[config.mk]
export PLATFORM = sky130hd
export DESIGN_NAME = vidm_monitor
export DESIGN_NICKNAME = d
export VERILOG_FILES = /design/src/vidm_pin_sync.v /design/src/vidm_monitor.v
export VERILOG_INCLUDE_DIRS = /design/src /design/src/common
export SDC_FILE = /design/constraint.sdc
export NUM_CORES = 1
export LEC_CHECK = 0
export BUFFER_PORTS_ARGS = -buffer_cell sky130_fd_sc_hd__buf_2
export CELL_PAD_IN_SITES_DETAIL_PLACEMENT = 1
export CELL_PAD_IN_SITES_GLOBAL_PLACEMENT = 2
export CORE_ASPECT_RATIO = 1.2
export CORE_MARGIN = 1
export CORE_UTILIZATION = 42
export DETAILED_ROUTE_END_ITERATION = 8
export GPL_ROUTABILITY_DRIVEN = 0
export MAX_ROUTING_LAYER = met4
export PLACE_DENSITY = 0.87
export RECOVER_POWER = 100
export REMOVE_ABC_BUFFERS = 1
export SYNTH_ARGS = -nofsm -noshare
export SYNTH_HDL_FRONTEND = slang
export SYNTH_SLANG_ARGS = --single-unit
[constraint.sdc]
create_clock -name clk_sys -period 2.4 [get_ports clk_sys]
set_input_delay 0.12 -clock clk_sys [delete_from_list [all_inputs] [get_ports clk_sys]]
set_output_delay 0.12 -clock clk_sys [all_outputs]
set_load 0.01 [all_outputs]
[src/common/vidm_defs.vh]
// Offsets, field positions, reset values and timing counts of the voltage-ID monitor
`ifndef VIDM_DEFS_VH
`define VIDM_DEFS_VH

// Register offsets
`define VIDM_ADDR_RES_2V5 8'h20
`define VIDM_ADDR_RES_CORE 8'h21
`define VIDM_ADDR_RES_SUPPLY 8'h22
`define VIDM_ADDR_RES_5V 8'h23
`define VIDM_ADDR_RES_12V 8'h24
`define VIDM_ADDR_CONFIG_FIRST 8'h40
`define VIDM_ADDR_STATUS_SECOND 8'h42
`define VIDM_ADDR_VOLTAGE_ID 8'h43
`define VIDM_ADDR_LIM_12V_LOW 8'h4C
`define VIDM_ADDR_LIM_12V_HIGH 8'h4D
`define VIDM_ADDR_FAN_ONE_MIN_HIGH 8'h55
`define VIDM_ADDR_ADC_CONFIG_SECOND 8'h73
`define VIDM_ADDR_INT_MASK_SECOND 8'h75

// Field positions
`define VIDM_BIT_SIXTH_VID 5
`define VIDM_BIT_THRESHOLD 6
`define VIDM_BIT_PIN_SELECT 7
`define VIDM_BIT_FLAG 0
`define VIDM_BIT_MASK_FLAG 0
`define VIDM_BIT_AVG_OFF 4
`define VIDM_BIT_ATTEN_BYPASS 5
`define VIDM_BIT_SINGLE_CHAN 6
`define VIDM_BIT_VCC_5V 7
`define VIDM_CHAN_SEL_HI 7
`define VIDM_CHAN_SEL_LO 5

// Channel codes
`define VIDM_CHAN_2V5 3'h0
`define VIDM_CHAN_CORE 3'h1
`define VIDM_CHAN_SUPPLY 3'h2
`define VIDM_CHAN_5V 3'h3
`define VIDM_CHAN_12V 3'h4
`define VIDM_NUM_CHAN 5

// Reset values
`define VIDM_RST_BYTE 8'h00
`define VIDM_RST_LIM_LOW 8'h00
`define VIDM_RST_LIM_HIGH 8'hFF
`define VIDM_RST_CODE 10'h000

// Timing
`define VIDM_CLK_PERIOD_NS 100
`define VIDM_CONV_TIME_NS 711000
`define VIDM_CHANGE_WINDOW_NS 11000
`define VIDM_CONV_CYCLES (`VIDM_CONV_TIME_NS / `VIDM_CLK_PERIOD_NS)
`define VIDM_CHANGE_CYCLES (`VIDM_CHANGE_WINDOW_NS / `VIDM_CLK_PERIOD_NS)
`define VIDM_AVG_COUNT 16

`endif

[src/vidm_pin_sync.v]
// Three-stage synchroniser for the voltage-ID pins with agreement filter
`timescale 1ns/10ps
`default_nettype none

module vidm_pin_sync (
    input wire clk_sys,
    input wire reset_n,
    input wire [5:0] pin_async,
    output reg [5:0] pin_level
);

    reg [5:0] stage1_r;
    reg [5:0] stage2_r;
    reg [5:0] stage3_r;

    // Stage one feeds only stage two to keep metastability contained
    always @(posedge clk_sys or negedge reset_n) begin
        if (!reset_n) begin
            stage1_r <= 6'h00;
            stage2_r <= 6'h00;
            stage3_r <= 6'h00;
            pin_level <= 6'h00;
        end else begin
            stage1_r <= pin_async;
            stage2_r <= stage1_r;
            stage3_r <= stage2_r;
            pin_level <= (stage2_r & stage3_r) | (pin_level & (stage2_r ^ stage3_r));
        end
    end

endmodule // vidm_pin_sync

`default_nettype wire

[src/vidm_monitor.v]
// Voltage-ID monitor with code-change detect and voltage ADC conversion control
`timescale 1ns/10ps
`default_nettype none
`include "vidm_defs.vh"

module vidm_monitor #(
    parameter CONV_CYCLES = `VIDM_CONV_CYCLES
) (
    input wire clk_sys,
    input wire reset_n,
    // Processor voltage-ID pins, asynchronous to clk_sys
    input wire [4:0] voltage_id,
    input wire sixth_voltage_id_input,
    // Register port, strobes one cycle long
    input wire [7:0] reg_addr,
    input wire [7:0] reg_wdata,
    input wire reg_write,
    input wire reg_read,
    output reg [7:0] reg_rdata_r,
    // Converter and analog front end
    input wire [9:0] adc_code,
    output reg [2:0] adc_channel_r,
    output reg adc_sample_r,
    output reg input_threshold_select_r,
    output reg shared_pin_function_select_r,
    output reg attenuator_bypass_r,
    output reg supply_5v_scaling_r,
    output reg smbalert_n_r
);

    // End points worked out at full width, then cut to the counter widths
    localparam integer CONV_LAST_I = CONV_CYCLES - 1;
    localparam integer CHANGE_LAST_I = `VIDM_CHANGE_CYCLES - 1;
    localparam integer AVG_LAST_I = `VIDM_AVG_COUNT - 1;
    localparam [12:0] CONV_LAST = CONV_LAST_I[12:0];
    localparam [6:0] CHANGE_LAST = CHANGE_LAST_I[6:0];
    localparam [3:0] AVG_LAST = AVG_LAST_I[3:0];

    localparam [1:0] ST_IDLE = 2'h0;
    localparam [1:0] ST_CONVERT = 2'h1;
    localparam [1:0] ST_STORE = 2'h2;

    wire [5:0] pin_level;
    wire [5:0] vid_live;

    // Software-visible registers
    reg [7:0] config_first_r;
    reg [1:0] vid_ctrl_r;
    reg [7:0] lim_low_r;
    reg [7:0] lim_high_r;
    reg [7:0] fan_one_min_high_r;
    reg [7:0] adc_config_r;
    reg [7:0] int_mask_r;

    reg [5:0] vid_prev_r;
    reg [6:0] change_cnt_r;
    reg change_flag_r;
    reg limit_flag_r;

    // Conversion sequencer and result hand-over
    reg [1:0] state_r;
    reg [1:0] state_nxt;
    reg [12:0] conv_cnt_r;
    reg [3:0] avg_cnt_r;
    reg [13:0] acc_r;
    reg [2:0] chan_r;
    reg store_r;
    reg [9:0] store_code_r;
    reg [2:0] store_chan_r;

    wire [9:0] result_code [0:`VIDM_NUM_CHAN-1];

    wire pin_is_vid = vid_ctrl_r[1];
    wire avg_off = adc_config_r[`VIDM_BIT_AVG_OFF];
    wire single_mode = adc_config_r[`VIDM_BIT_SINGLE_CHAN];
    wire [2:0] chan_sel = fan_one_min_high_r[`VIDM_CHAN_SEL_HI:`VIDM_CHAN_SEL_LO];
    wire status_bit0 = pin_is_vid ? change_flag_r : limit_flag_r;
    wire status_read = reg_read && (reg_addr == `VIDM_ADDR_STATUS_SECOND);
    // Bit 5 is watched only in sixth-input mode, so a mode switch is no code change
    wire [5:0] vid_watch = {pin_is_vid, 5'h1F};
    wire vid_changed = |((pin_level ^ vid_prev_r) & vid_watch);
    wire [7:0] store_byte = store_code_r[9:2];
    wire limit_hit = (store_byte > lim_high_r) || (store_byte < lim_low_r);
    // Mask gates the 12 V source too, so one bit silences the alert in either mode
    wire alert_cause = status_bit0 && !int_mask_r[`VIDM_BIT_MASK_FLAG];

    // Three stages plus agreement filter: four edges from pin to register
    vidm_pin_sync u_pin_sync (
        .clk_sys(clk_sys),
        .reset_n(reset_n),
        .pin_async({sixth_voltage_id_input, voltage_id}),
        .pin_level(pin_level)
    );

    // Shared pin carries an analog level in 12 V mode, so its bit is forced low
    assign vid_live = {pin_level[5] & pin_is_vid, pin_level[4:0]};

    // Register writes
    always @(posedge clk_sys or negedge reset_n) begin
        if (!reset_n) begin
            config_first_r <= `VIDM_RST_BYTE;
            vid_ctrl_r <= 2'h0;
            lim_low_r <= `VIDM_RST_LIM_LOW;
            lim_high_r <= `VIDM_RST_LIM_HIGH;
            fan_one_min_high_r <= `VIDM_RST_BYTE;
            adc_config_r <= `VIDM_RST_BYTE;
            int_mask_r <= `VIDM_RST_BYTE;
        end else if (reg_write) begin
            case (reg_addr)
                `VIDM_ADDR_CONFIG_FIRST: begin
                    config_first_r <= reg_wdata;
                end
                `VIDM_ADDR_VOLTAGE_ID: begin
                    vid_ctrl_r <= reg_wdata[`VIDM_BIT_PIN_SELECT:`VIDM_BIT_THRESHOLD];
                end
                `VIDM_ADDR_LIM_12V_LOW: begin
                    lim_low_r <= reg_wdata;
                end
                `VIDM_ADDR_LIM_12V_HIGH: begin
                    lim_high_r <= reg_wdata;
                end
                `VIDM_ADDR_FAN_ONE_MIN_HIGH: begin
                    fan_one_min_high_r <= reg_wdata;
                end
                `VIDM_ADDR_ADC_CONFIG_SECOND: begin
                    adc_config_r <= reg_wdata;
                end
                `VIDM_ADDR_INT_MASK_SECOND: begin
                    int_mask_r <= reg_wdata;
                end
                default: begin
                    config_first_r <= config_first_r;
                end
            endcase
        end
    end

    // Register reads, data one cycle after the strobe
    always @(posedge clk_sys or negedge reset_n) begin
        if (!reset_n) begin
            reg_rdata_r <= 8'h00;
        end else if (reg_read) begin
            case (reg_addr)
                `VIDM_ADDR_RES_2V5: reg_rdata_r <= result_code[0][9:2];
                `VIDM_ADDR_RES_CORE: reg_rdata_r <= result_code[1][9:2];
                `VIDM_ADDR_RES_SUPPLY: reg_rdata_r <= result_code[2][9:2];
                `VIDM_ADDR_RES_5V: reg_rdata_r <= result_code[3][9:2];
                `VIDM_ADDR_RES_12V: reg_rdata_r <= result_code[4][9:2];
                `VIDM_ADDR_CONFIG_FIRST: reg_rdata_r <= config_first_r;
                `VIDM_ADDR_STATUS_SECOND: reg_rdata_r <= {7'h00, status_bit0};
                `VIDM_ADDR_VOLTAGE_ID: reg_rdata_r <= {vid_ctrl_r, vid_live};
                `VIDM_ADDR_LIM_12V_LOW: reg_rdata_r <= lim_low_r;
                `VIDM_ADDR_LIM_12V_HIGH: reg_rdata_r <= lim_high_r;
                `VIDM_ADDR_FAN_ONE_MIN_HIGH: reg_rdata_r <= fan_one_min_high_r;
                `VIDM_ADDR_ADC_CONFIG_SECOND: reg_rdata_r <= adc_config_r;
                `VIDM_ADDR_INT_MASK_SECOND: reg_rdata_r <= int_mask_r;
                default: reg_rdata_r <= 8'h00;
            endcase
        end
    end

    // Change detect: flag stays up for the whole window after the last edge
    always @(posedge clk_sys or negedge reset_n) begin
        if (!reset_n) begin
            vid_prev_r <= 6'h00;
            change_cnt_r <= 7'h00;
            change_flag_r <= 1'b0;
        end else begin
            vid_prev_r <= pin_level;
            // Flag means nothing in 12 V mode, so it is held clear there
            if (!pin_is_vid) begin
                change_cnt_r <= 7'h00;
                change_flag_r <= 1'b0;
            end else if (vid_changed) begin
                change_cnt_r <= CHANGE_LAST;
                change_flag_r <= 1'b1;
            end else if (change_cnt_r != 7'h00) begin
                change_cnt_r <= change_cnt_r - 7'h01;
            end else begin
                change_flag_r <= 1'b0;
            end
        end
    end

    // Sticky 12 V limit flag, cleared by a status read; a new fault wins over the clear
    always @(posedge clk_sys or negedge reset_n) begin
        if (!reset_n) begin
            limit_flag_r <= 1'b0;
        end else if (store_r && (store_chan_r == `VIDM_CHAN_12V) && !pin_is_vid && limit_hit) begin
            limit_flag_r <= 1'b1;
        end else if (status_read || pin_is_vid) begin
            limit_flag_r <= 1'b0;
        end
    end

    // Alert line follows the selected status source gated by its mask
    always @(posedge clk_sys or negedge reset_n) begin
        if (!reset_n) begin
            smbalert_n_r <= 1'b1;
        end else begin
            smbalert_n_r <= !alert_cause;
        end
    end

    // Analog front-end controls
    always @(posedge clk_sys or negedge reset_n) begin
        if (!reset_n) begin
            input_threshold_select_r <= 1'b0;
            shared_pin_function_select_r <= 1'b0;
            attenuator_bypass_r <= 1'b0;
            supply_5v_scaling_r <= 1'b0;
        end else begin
            input_threshold_select_r <= vid_ctrl_r[0];
            shared_pin_function_select_r <= pin_is_vid;
            attenuator_bypass_r <= adc_config_r[`VIDM_BIT_ATTEN_BYPASS];
            supply_5v_scaling_r <= config_first_r[`VIDM_BIT_VCC_5V];
        end
    end

    // Conversion sequencer
    always @* begin
        state_nxt = state_r;
        case (state_r)
            ST_IDLE: begin
                state_nxt = ST_CONVERT;
            end
            ST_CONVERT: begin
                if (conv_cnt_r == CONV_LAST && (avg_off || avg_cnt_r == AVG_LAST)) begin
                    state_nxt = ST_STORE;
                end
            end
            ST_STORE: begin
                state_nxt = ST_IDLE;
            end
            default: begin
                state_nxt = ST_IDLE;
            end
        endcase
    end

    // Next channel: fixed in single mode, otherwise round robin skipping 12 V when it is a pin
    function [2:0] next_chan;
        input [2:0] cur;
        input single;
        input [2:0] sel;
        input skip_12v;
        begin
            if (single) begin
                next_chan = (sel > `VIDM_CHAN_12V) ? `VIDM_CHAN_2V5 : sel;
            end else if (cur >= `VIDM_CHAN_12V ||
                         (skip_12v && cur == `VIDM_CHAN_5V)) begin
                next_chan = `VIDM_CHAN_2V5;
            end else begin
                next_chan = cur + 3'h1;
            end
        end
    endfunction

    always @(posedge clk_sys or negedge reset_n) begin
        if (!reset_n) begin
            state_r <= ST_IDLE;
            conv_cnt_r <= 13'h0000;
            avg_cnt_r <= 4'h0;
            acc_r <= 14'h0000;
            chan_r <= `VIDM_CHAN_2V5;
            adc_channel_r <= `VIDM_CHAN_2V5;
            adc_sample_r <= 1'b0;
            store_r <= 1'b0;
            store_code_r <= `VIDM_RST_CODE;
            store_chan_r <= `VIDM_CHAN_2V5;
        end else begin
            state_r <= state_nxt;
            adc_sample_r <= 1'b0;
            store_r <= 1'b0;
            case (state_r)
                ST_IDLE: begin
                    // One idle cycle lets the converter see the new channel first
                    conv_cnt_r <= 13'h0000;
                    avg_cnt_r <= 4'h0;
                    acc_r <= 14'h0000;
                    adc_channel_r <= chan_r;
                end
                ST_CONVERT: begin
                    if (conv_cnt_r == CONV_LAST) begin
                        conv_cnt_r <= 13'h0000;
                        adc_sample_r <= 1'b1;
                        acc_r <= acc_r + {4'h0, adc_code};
                        avg_cnt_r <= avg_cnt_r + 4'h1;
                    end else begin
                        conv_cnt_r <= conv_cnt_r + 13'h0001;
                    end
                end
                ST_STORE: begin
                    store_r <= 1'b1;
                    store_chan_r <= chan_r;
                    // Single conversion keeps full resolution of the last sample
                    store_code_r <= avg_off ? acc_r[9:0] : acc_r[13:4];
                    chan_r <= next_chan(chan_r, single_mode, chan_sel, pin_is_vid);
                end
                default: begin
                    conv_cnt_r <= 13'h0000;
                end
            endcase
        end
    end

    // Result registers, one per channel
    genvar gi;
    generate
        for (gi = 0; gi < `VIDM_NUM_CHAN; gi = gi + 1) begin : g_result
            reg [9:0] code_r;
            always @(posedge clk_sys or negedge reset_n) begin
                if (!reset_n) begin
                    code_r <= `VIDM_RST_CODE;
                end else if (store_r && {29'h0, store_chan_r} == gi) begin
                    code_r <= store_code_r;
                end
            end
            assign result_code[gi] = code_r;
        end
    endgenerate

endmodule // vidm_monitor

`default_nettype wire

Word-level counts from Yosys, hierarchy flattened
Index checks and enable logic that the tools add are counted.
{ "word_totals": {"word_cells": 135, "ff_bits": 206, "output_inout_bits": 17} }
{ "op_classes": {"n_eq_ne": 26, "n_lt_le_gt_ge": 4, "n_reduce_logical": 32, "bitwise_logic": 7, "add_sub_neg": 5, "mux": 25} }
{ "ops": {"columns": ["op", "count"], "rows": [
  ["$pmux W8 S13", 1],
  ["$eq A8 B7 Y1 const B", 8],
  ["$eq A8 B6 Y1 const B", 5],
  ["$pmux W14 S2", 1],
  ["$pmux W13 S2", 1],
  ["$mux W7", 3],
  ["$and A6 B6 Y6", 3],
  ["$reduce_and A2 Y1", 8],
  ["$add A14 B10 Y14", 1],
  ["$mux W14", 1],
  ["$add A13 B1 Y13 const B", 1],
  ["$eq A13 B13 Y1 const B", 1],
  ["$mux W13", 1],
  ["$xor A6 B6 Y6", 2],
  ["$logic_and A1 B1 Y1", 11],
  ["$mux W10", 1],
  ["$eq A3 B2 Y1 const B", 3],
  ["$mux W1", 9],
  ["$mux W3", 3],
  ["$gt A8 B8 Y1", 1],
  ["$lt A8 B8 Y1", 1],
  ["$pmux W4 S2", 1],
  ["$reduce_bool A7 Y1", 1],
  ["$sub A7 B1 Y7 const B", 1],
  ["23 further kinds", 30]
]} }

Logic depth before layout (Yosys ltp)
{ "depth": {"word_depth": 5, "depth_mapped": 9} }

Cells and area by module
Synthesis repeated with hierarchy kept, for this count alone.
{ "unflattened": {"hier_cells": 862, "area_unflattened_um2": 9536.6} }
{ "modules_own_cells": {"columns": ["mod", "cells_each", "instances", "area_per_inst_um2", "seq_area_each_um2"], "rows": [
  ["vidm_monitor", 826, 1, 8816.0, 4265.3],
  ["vidm_pin_sync", 36, 1, 720.7, 600.6]
]} }

Least setup slack after synthesis
Ideal clock, no wire load.
{ "synth_timing": {"kind": "register -> register", "startpoint": "register acc_r[0]", "endpoint": "register acc_r[12]", "t_arrival_ns": 1.696, "path_stages_with_launch": 10, "n_path_buf": 0, "period_less_slack_ns": 1.816, "path_slack_ns": 0.584, "cell_sequence": "dfrtp_1 > ha_1 > inv_1 > fa_1 > nor2b_1 > o31a_1 > o2111ai_1 > a21oi_1 > xnor2_1 > nor2_1"} }
{ "synth_via": {"elab_chain_len": 3} }
{ "synth_lines": {"columns": ["item", "line", "source"], "rows": [
  ["from (decl)", "vidm_monitor.v:65", "reg [13:0] acc_r;"],
  ["from (signal assigned)", "vidm_monitor.v:287", "acc_r <= acc_r + {4'h0, adc_code};"],
  ["$add A14 B10 Y14", "vidm_monitor.v:287", null],
  ["$mux W14", "vidm_monitor.v:284", "if (conv_cnt_r == CONV_LAST) begin"],
  ["$pmux W14 S2", "vidm_monitor.v:275", "case (state_r)"]
]} }
Every way passes these cells. The select of a mux whose other input is x is not followed.
A chain may end at the register's enable or synchronous reset.

Worst setup path after layout
{ "layout_timing": {"startpoint": "input reg_addr[0]", "endpoint": "register adc_config_r[0]"} }
{ "layout_via": {"elab_chain_len": 2} }
{ "layout_lines": {"columns": ["item", "line", "source"], "rows": [
  ["from (decl)", "vidm_monitor.v:15", "input wire [7:0] reg_addr,"],
  ["$eq A8 B7 Y1", "vidm_monitor.v:109", "case (reg_addr)"],
  ["$reduce_and A2 Y1 (no line)", null, null],
  ["to (signal assigned)", "vidm_monitor.v:106", "adc_config_r <= `VIDM_RST_BYTE;"],
  ["to (signal assigned)", "vidm_monitor.v:126", "adc_config_r <= reg_wdata;"],
  ["to (decl)", "vidm_monitor.v:52", "reg [7:0] adc_config_r;"]
]} }
Every way passes these cells.

==> flow_results.org <==
** Run status
- Status :: finished with violations
- The final reports fail on design-rule violations.

** Global routing
- Overflow left after global routing :: 0
- Pin count of the biggest net entering global routing :: 66
- The first global-routing pass estimated 40.6 mm of wire.
- In the global route stage, overall resource usage came out at 0.240.
- The number of global-route vias before repair was 7,168.
- The number of antenna violations at the first check in global routing was 0.

** Synthesis
- Of the synthesized area, sequential elements account for 0.518.
- Warning count from the yosys run :: 0
- Area fraction of the dominant cell type after synthesis :: 0.493
- The synthesized design contains 0 enable-type register cells.
- Cell taking the most area after synthesis :: sky130_fd_sc_hd__dfrtp_1
- Synthesis produced 819 cells.
- Fraction of synthesis flops using an asynchronous set or reset pin :: 1.00
- Area of the mapped netlist :: 9390 um2
- In the synthesized netlist the dominant register cell turns out to be sky130_fd_sc_hd__dfrtp_1.
- After synthesis, the mean cell area works out to 11.5 um2.
- After synthesis, the netlist uses 73 different library cells.
- Counting flops and latches in the post-synthesis netlist gives 194.
- Cell types with the largest area share after synthesis :: sky130_fd_sc_hd__dfrtp_1 (49%), sky130_fd_sc_hd__mux2_2 (8.3%), sky130_fd_sc_hd__ha_1 (5.2%), sky130_fd_sc_hd__nand2_1 (3.2%), sky130_fd_sc_hd__mux2_1 (2.8%)

** Pwr
- Power density of the placed cells :: 633 nW/um2
- Static power due to leakage :: 4.84 nW
- Worst voltage drop across the vdd grid :: 0.000489 V

** Layout
- Number of antenna diodes :: 0
- In the final layout, the share of cells above drive strength 1 is 0.187.
- P&R area growth vs syn :: 13.4%
- Fin nets :: 972
- With fillers left out, the area of the finished cells amounts to 10,600 um2.
- Non-filler instance count after layout :: 1,183

** Timing
- On the final layout, the worst clock skew is 8.38 ps.
- Slew at the pin closest to its max-slew limit :: 1460 ps
- Final worst path period need :: 2210 ps
- Setup violation total in the final timing report :: 0
- Unrepaired setup endpoints after global routing :: false
- Adding up every negative setup slack in the final design gives 0 ps.
- Hold Fails Final Rpt :: 0
- Number of pins with negative max-slew slack in the final report :: 0
- The tightest hold path in the finished design has a slack of 33.7 ps.
- Crit share post-route :: 0.921
- In this run the tightest slew margin relative to its limit is 0.0239.
- Maximum clock rate :: 0.452 GHz
- Setup WS post-layout :: 189 ps

** Clocking
- Largest buffer count on any clock path :: 2
- In this run the clock root is driven by a sky130_fd_sc_hd__clkbuf_16.
- H-tree levels :: 4
- Clock edge transition at the registers on the reported setup and hold paths :: 70 ps
- TritonCTS clock tree :: built
- TritonCTS created 17 clock buffers.
- Once the clock tree was built, the setup fixing pass inserted 0 buffers.
- Number of clock sinks seen by CTS :: 194
- The clock reaches the later pin of the worst-skew pair after 440 ps.

** Placed design
- The placed instances occupy a cell area of 10,100 um2.
- Worst setup slack after placement :: 320 ps
- Estimated wirelength of the detail-placed design :: 18.5 mm
- Number of instances in the placed design :: 1,144
- Count of port buffers added during placement :: 52

** Setup path
- Data arrives at the worst endpoint at 2530 ps.
- Data required time at the worst endpoint :: 2720 ps
- Kind of start point of the critical path :: primary input
- STA classifies the critical path endpoint as a register.
- Of all nets on the critical path, the largest fanout is 16.
- Type of the worst setup path :: in2reg

** Route
- For this block, the initial DRC count from the detailed router was 362.
- DRT Wirelength :: 25.3 mm
- Via count :: 6,815
- In the routed design, unresolved DRC markers number 10.
- Antenna-violating nets left :: 0
- Dividing the detail-routed via count by the number of cells gives 5.76.
- Number of detailed-routing iterations run before antenna repair :: 7
- After detailed routing, the average wire length per cell comes to 21.4 um.

** Die
- Number of ports placed on the die boundary :: 53
- The core region is 21,800 um2.
- The floorplan step defined a die boundary enclosing 23,000 um2.
- Measured along the y axis, the die boundary spans 166 um.
- The floorplan has 59 rows.
- Initial Utilization :: 0.431
- Floorplan die width :: 138 um

** Flow run
- Max Cap Viol :: 0

** Min path
- Type of the tightest min-delay check :: in2reg
==> cells in the final DEF (no fill, tap or decap), drive strengths merged, types with 6 or more instances in the layout <==
| cell type | Yosys | final |
|---|---|---|
| dlygate4sd3 | 0 | 7 |
| a21boi | 6 | 6 |
| a21o | 11 | 11 |
| a22oi | 11 | 11 |
| buf | 12 | 47 |
| nor4 | 7 | 7 |
| and2 | 7 | 7 |
| nor3 | 8 | 8 |
| xnor2 | 12 | 12 |
| clkbuf | 18 | 54 |
| nand3 | 29 | 29 |
| o22ai | 8 | 8 |
| a22o | 10 | 10 |
| mux2i | 19 | 19 |
| a21oi | 20 | 20 |
| xor2 | 11 | 11 |
| mux2 | 92 | 92 |
| dfstp | 9 | 9 |
| ha | 39 | 39 |
| dfrtp | 185 | 185 |
| nor2 | 29 | 29 |
| nand2b | 8 | 8 |
| a32oi | 9 | 9 |
| nor2b | 9 | 9 |
| nand4 | 7 | 7 |
| o21ai | 55 | 55 |
| nand2 | 80 | 80 |
| inv | 32 | 36 |
==> worst paths after layout <==
check / slack, ps / startpoint / end / cells after the start
hold reg to reg: 350 / u_pin_sync.stage1_r[4] / u_pin_sync.stage2_r[4] / 0
min in group asynchronous: 170 / reset_n / shared_pin_function_select_r / 2
max in group asynchronous: 480 / reset_n / g_result[0].code_r[6] / 3
setup / recovery: 190 / reg_addr[0] / adc_config_r[0] / 6
hold / removal: 30 / reg_wdata[4] / lim_low_r[4] / 2
setup reg to reg: 310 / conv_cnt_r[10] / acc_r[10] / 7
==> cell families after synthesis <==
kind of cell               synth area share
adders and majority gates            0.0541
buffers and inverters                0.0267
xor gates and xnor gates             0.0215
muxes                                 0.131
AOI/OAI and AO/OA                     0.132
and+or+nand+nor                       0.117
DFF                                   0.518
==> power by group <==
part	leakage, nW	internal [mW]	switching (mW)
registers	2.59	3.38	0.0829
logic	1.98	0.184	0.285
clock network	0.268	1.51	1.31
total	4.84	5.07	1.68
==> routing by layer <==
metal | wire length [um] | GRT usage | vias up
li1 | - | - | 3147
met1 | 10800 | 0.286 | 3472
met2 | 13100 | 0.407 | 158
met3 | 893 | 0.0404 | 38
met4 | 605 | 0.0884 | 0
met5 | 0 | - | -
==> worst max-delay path: stages <==
cell	delay (ps)
sky130_fd_sc_hd__clkbuf_1	560
sky130_fd_sc_hd__nor4bb_1	360
sky130_fd_sc_hd__clkbuf_1	440
sky130_fd_sc_hd__and2_1	320
sky130_fd_sc_hd__nand2_1	330
sky130_fd_sc_hd__mux2_2	390
==> area by class of cell <==
class	count	area (um2)
multi-input cells	563	4260
well taps	274	343
inverters	32	120
flip-flops and latches	194	4870
clock buffers	20	457
clock inverters	12	123
repair buffers	88	482
fillers	2387	11100
==> cell usage after synthesis (12+ instances only) <==
cell type                  number
sky130_fd_sc_hd__clkbuf_1      17
sky130_fd_sc_hd__mux2_2        69
sky130_fd_sc_hd__nor2_1        27
sky130_fd_sc_hd__ha_1          39
sky130_fd_sc_hd__mux2_1        23
sky130_fd_sc_hd__o21ai_0       28
sky130_fd_sc_hd__o21ai_1       27
sky130_fd_sc_hd__inv_1         31
sky130_fd_sc_hd__dfrtp_1      185
sky130_fd_sc_hd__nand2_1       80
sky130_fd_sc_hd__nand3_1       29
sky130_fd_sc_hd__xnor2_1       12
sky130_fd_sc_hd__a21oi_1       19
sky130_fd_sc_hd__mux2i_1       19
==> flip-flops by register name, summed over array words and instances, names as in the netlist, 3 cells and up <==
register              flops
acc_r                    14
adc_channel_r             3
adc_config_r              8
avg_cnt_r                 4
chan_r                    3
change_cnt_r              7
config_first_r            8
conv_cnt_r               13
fan_one_min_high_r        8
g_result.code_r          40
int_mask_r                8
lim_high_r                8
lim_low_r                 8
reg_rdata_r               8
store_chan_r              3
store_code_r              8
u_pin_sync.pin_level      6
u_pin_sync.stage1_r       6
u_pin_sync.stage2_r       6
u_pin_sync.stage3_r       6
vid_prev_r                6
==> through the flow <==
stage | utilization | power, mW
6_report | 0.489 | 6.74
3_3_place_gp | 0.465 | 3.98
5_1_grt | 0.489 | 6.99
2_1_floorplan | - | 3.73
4_1_cts | 0.495 | 6.81
3_5_place_dp | 0.465 | 4.00
==> timing repair <==
action                                 CTS  global route
gates resized for setup                  0             0
endpoints found under the hold margin   92             0
hold buffers                             7             0
Note: power is estimated with default switching activity, not from simulation.
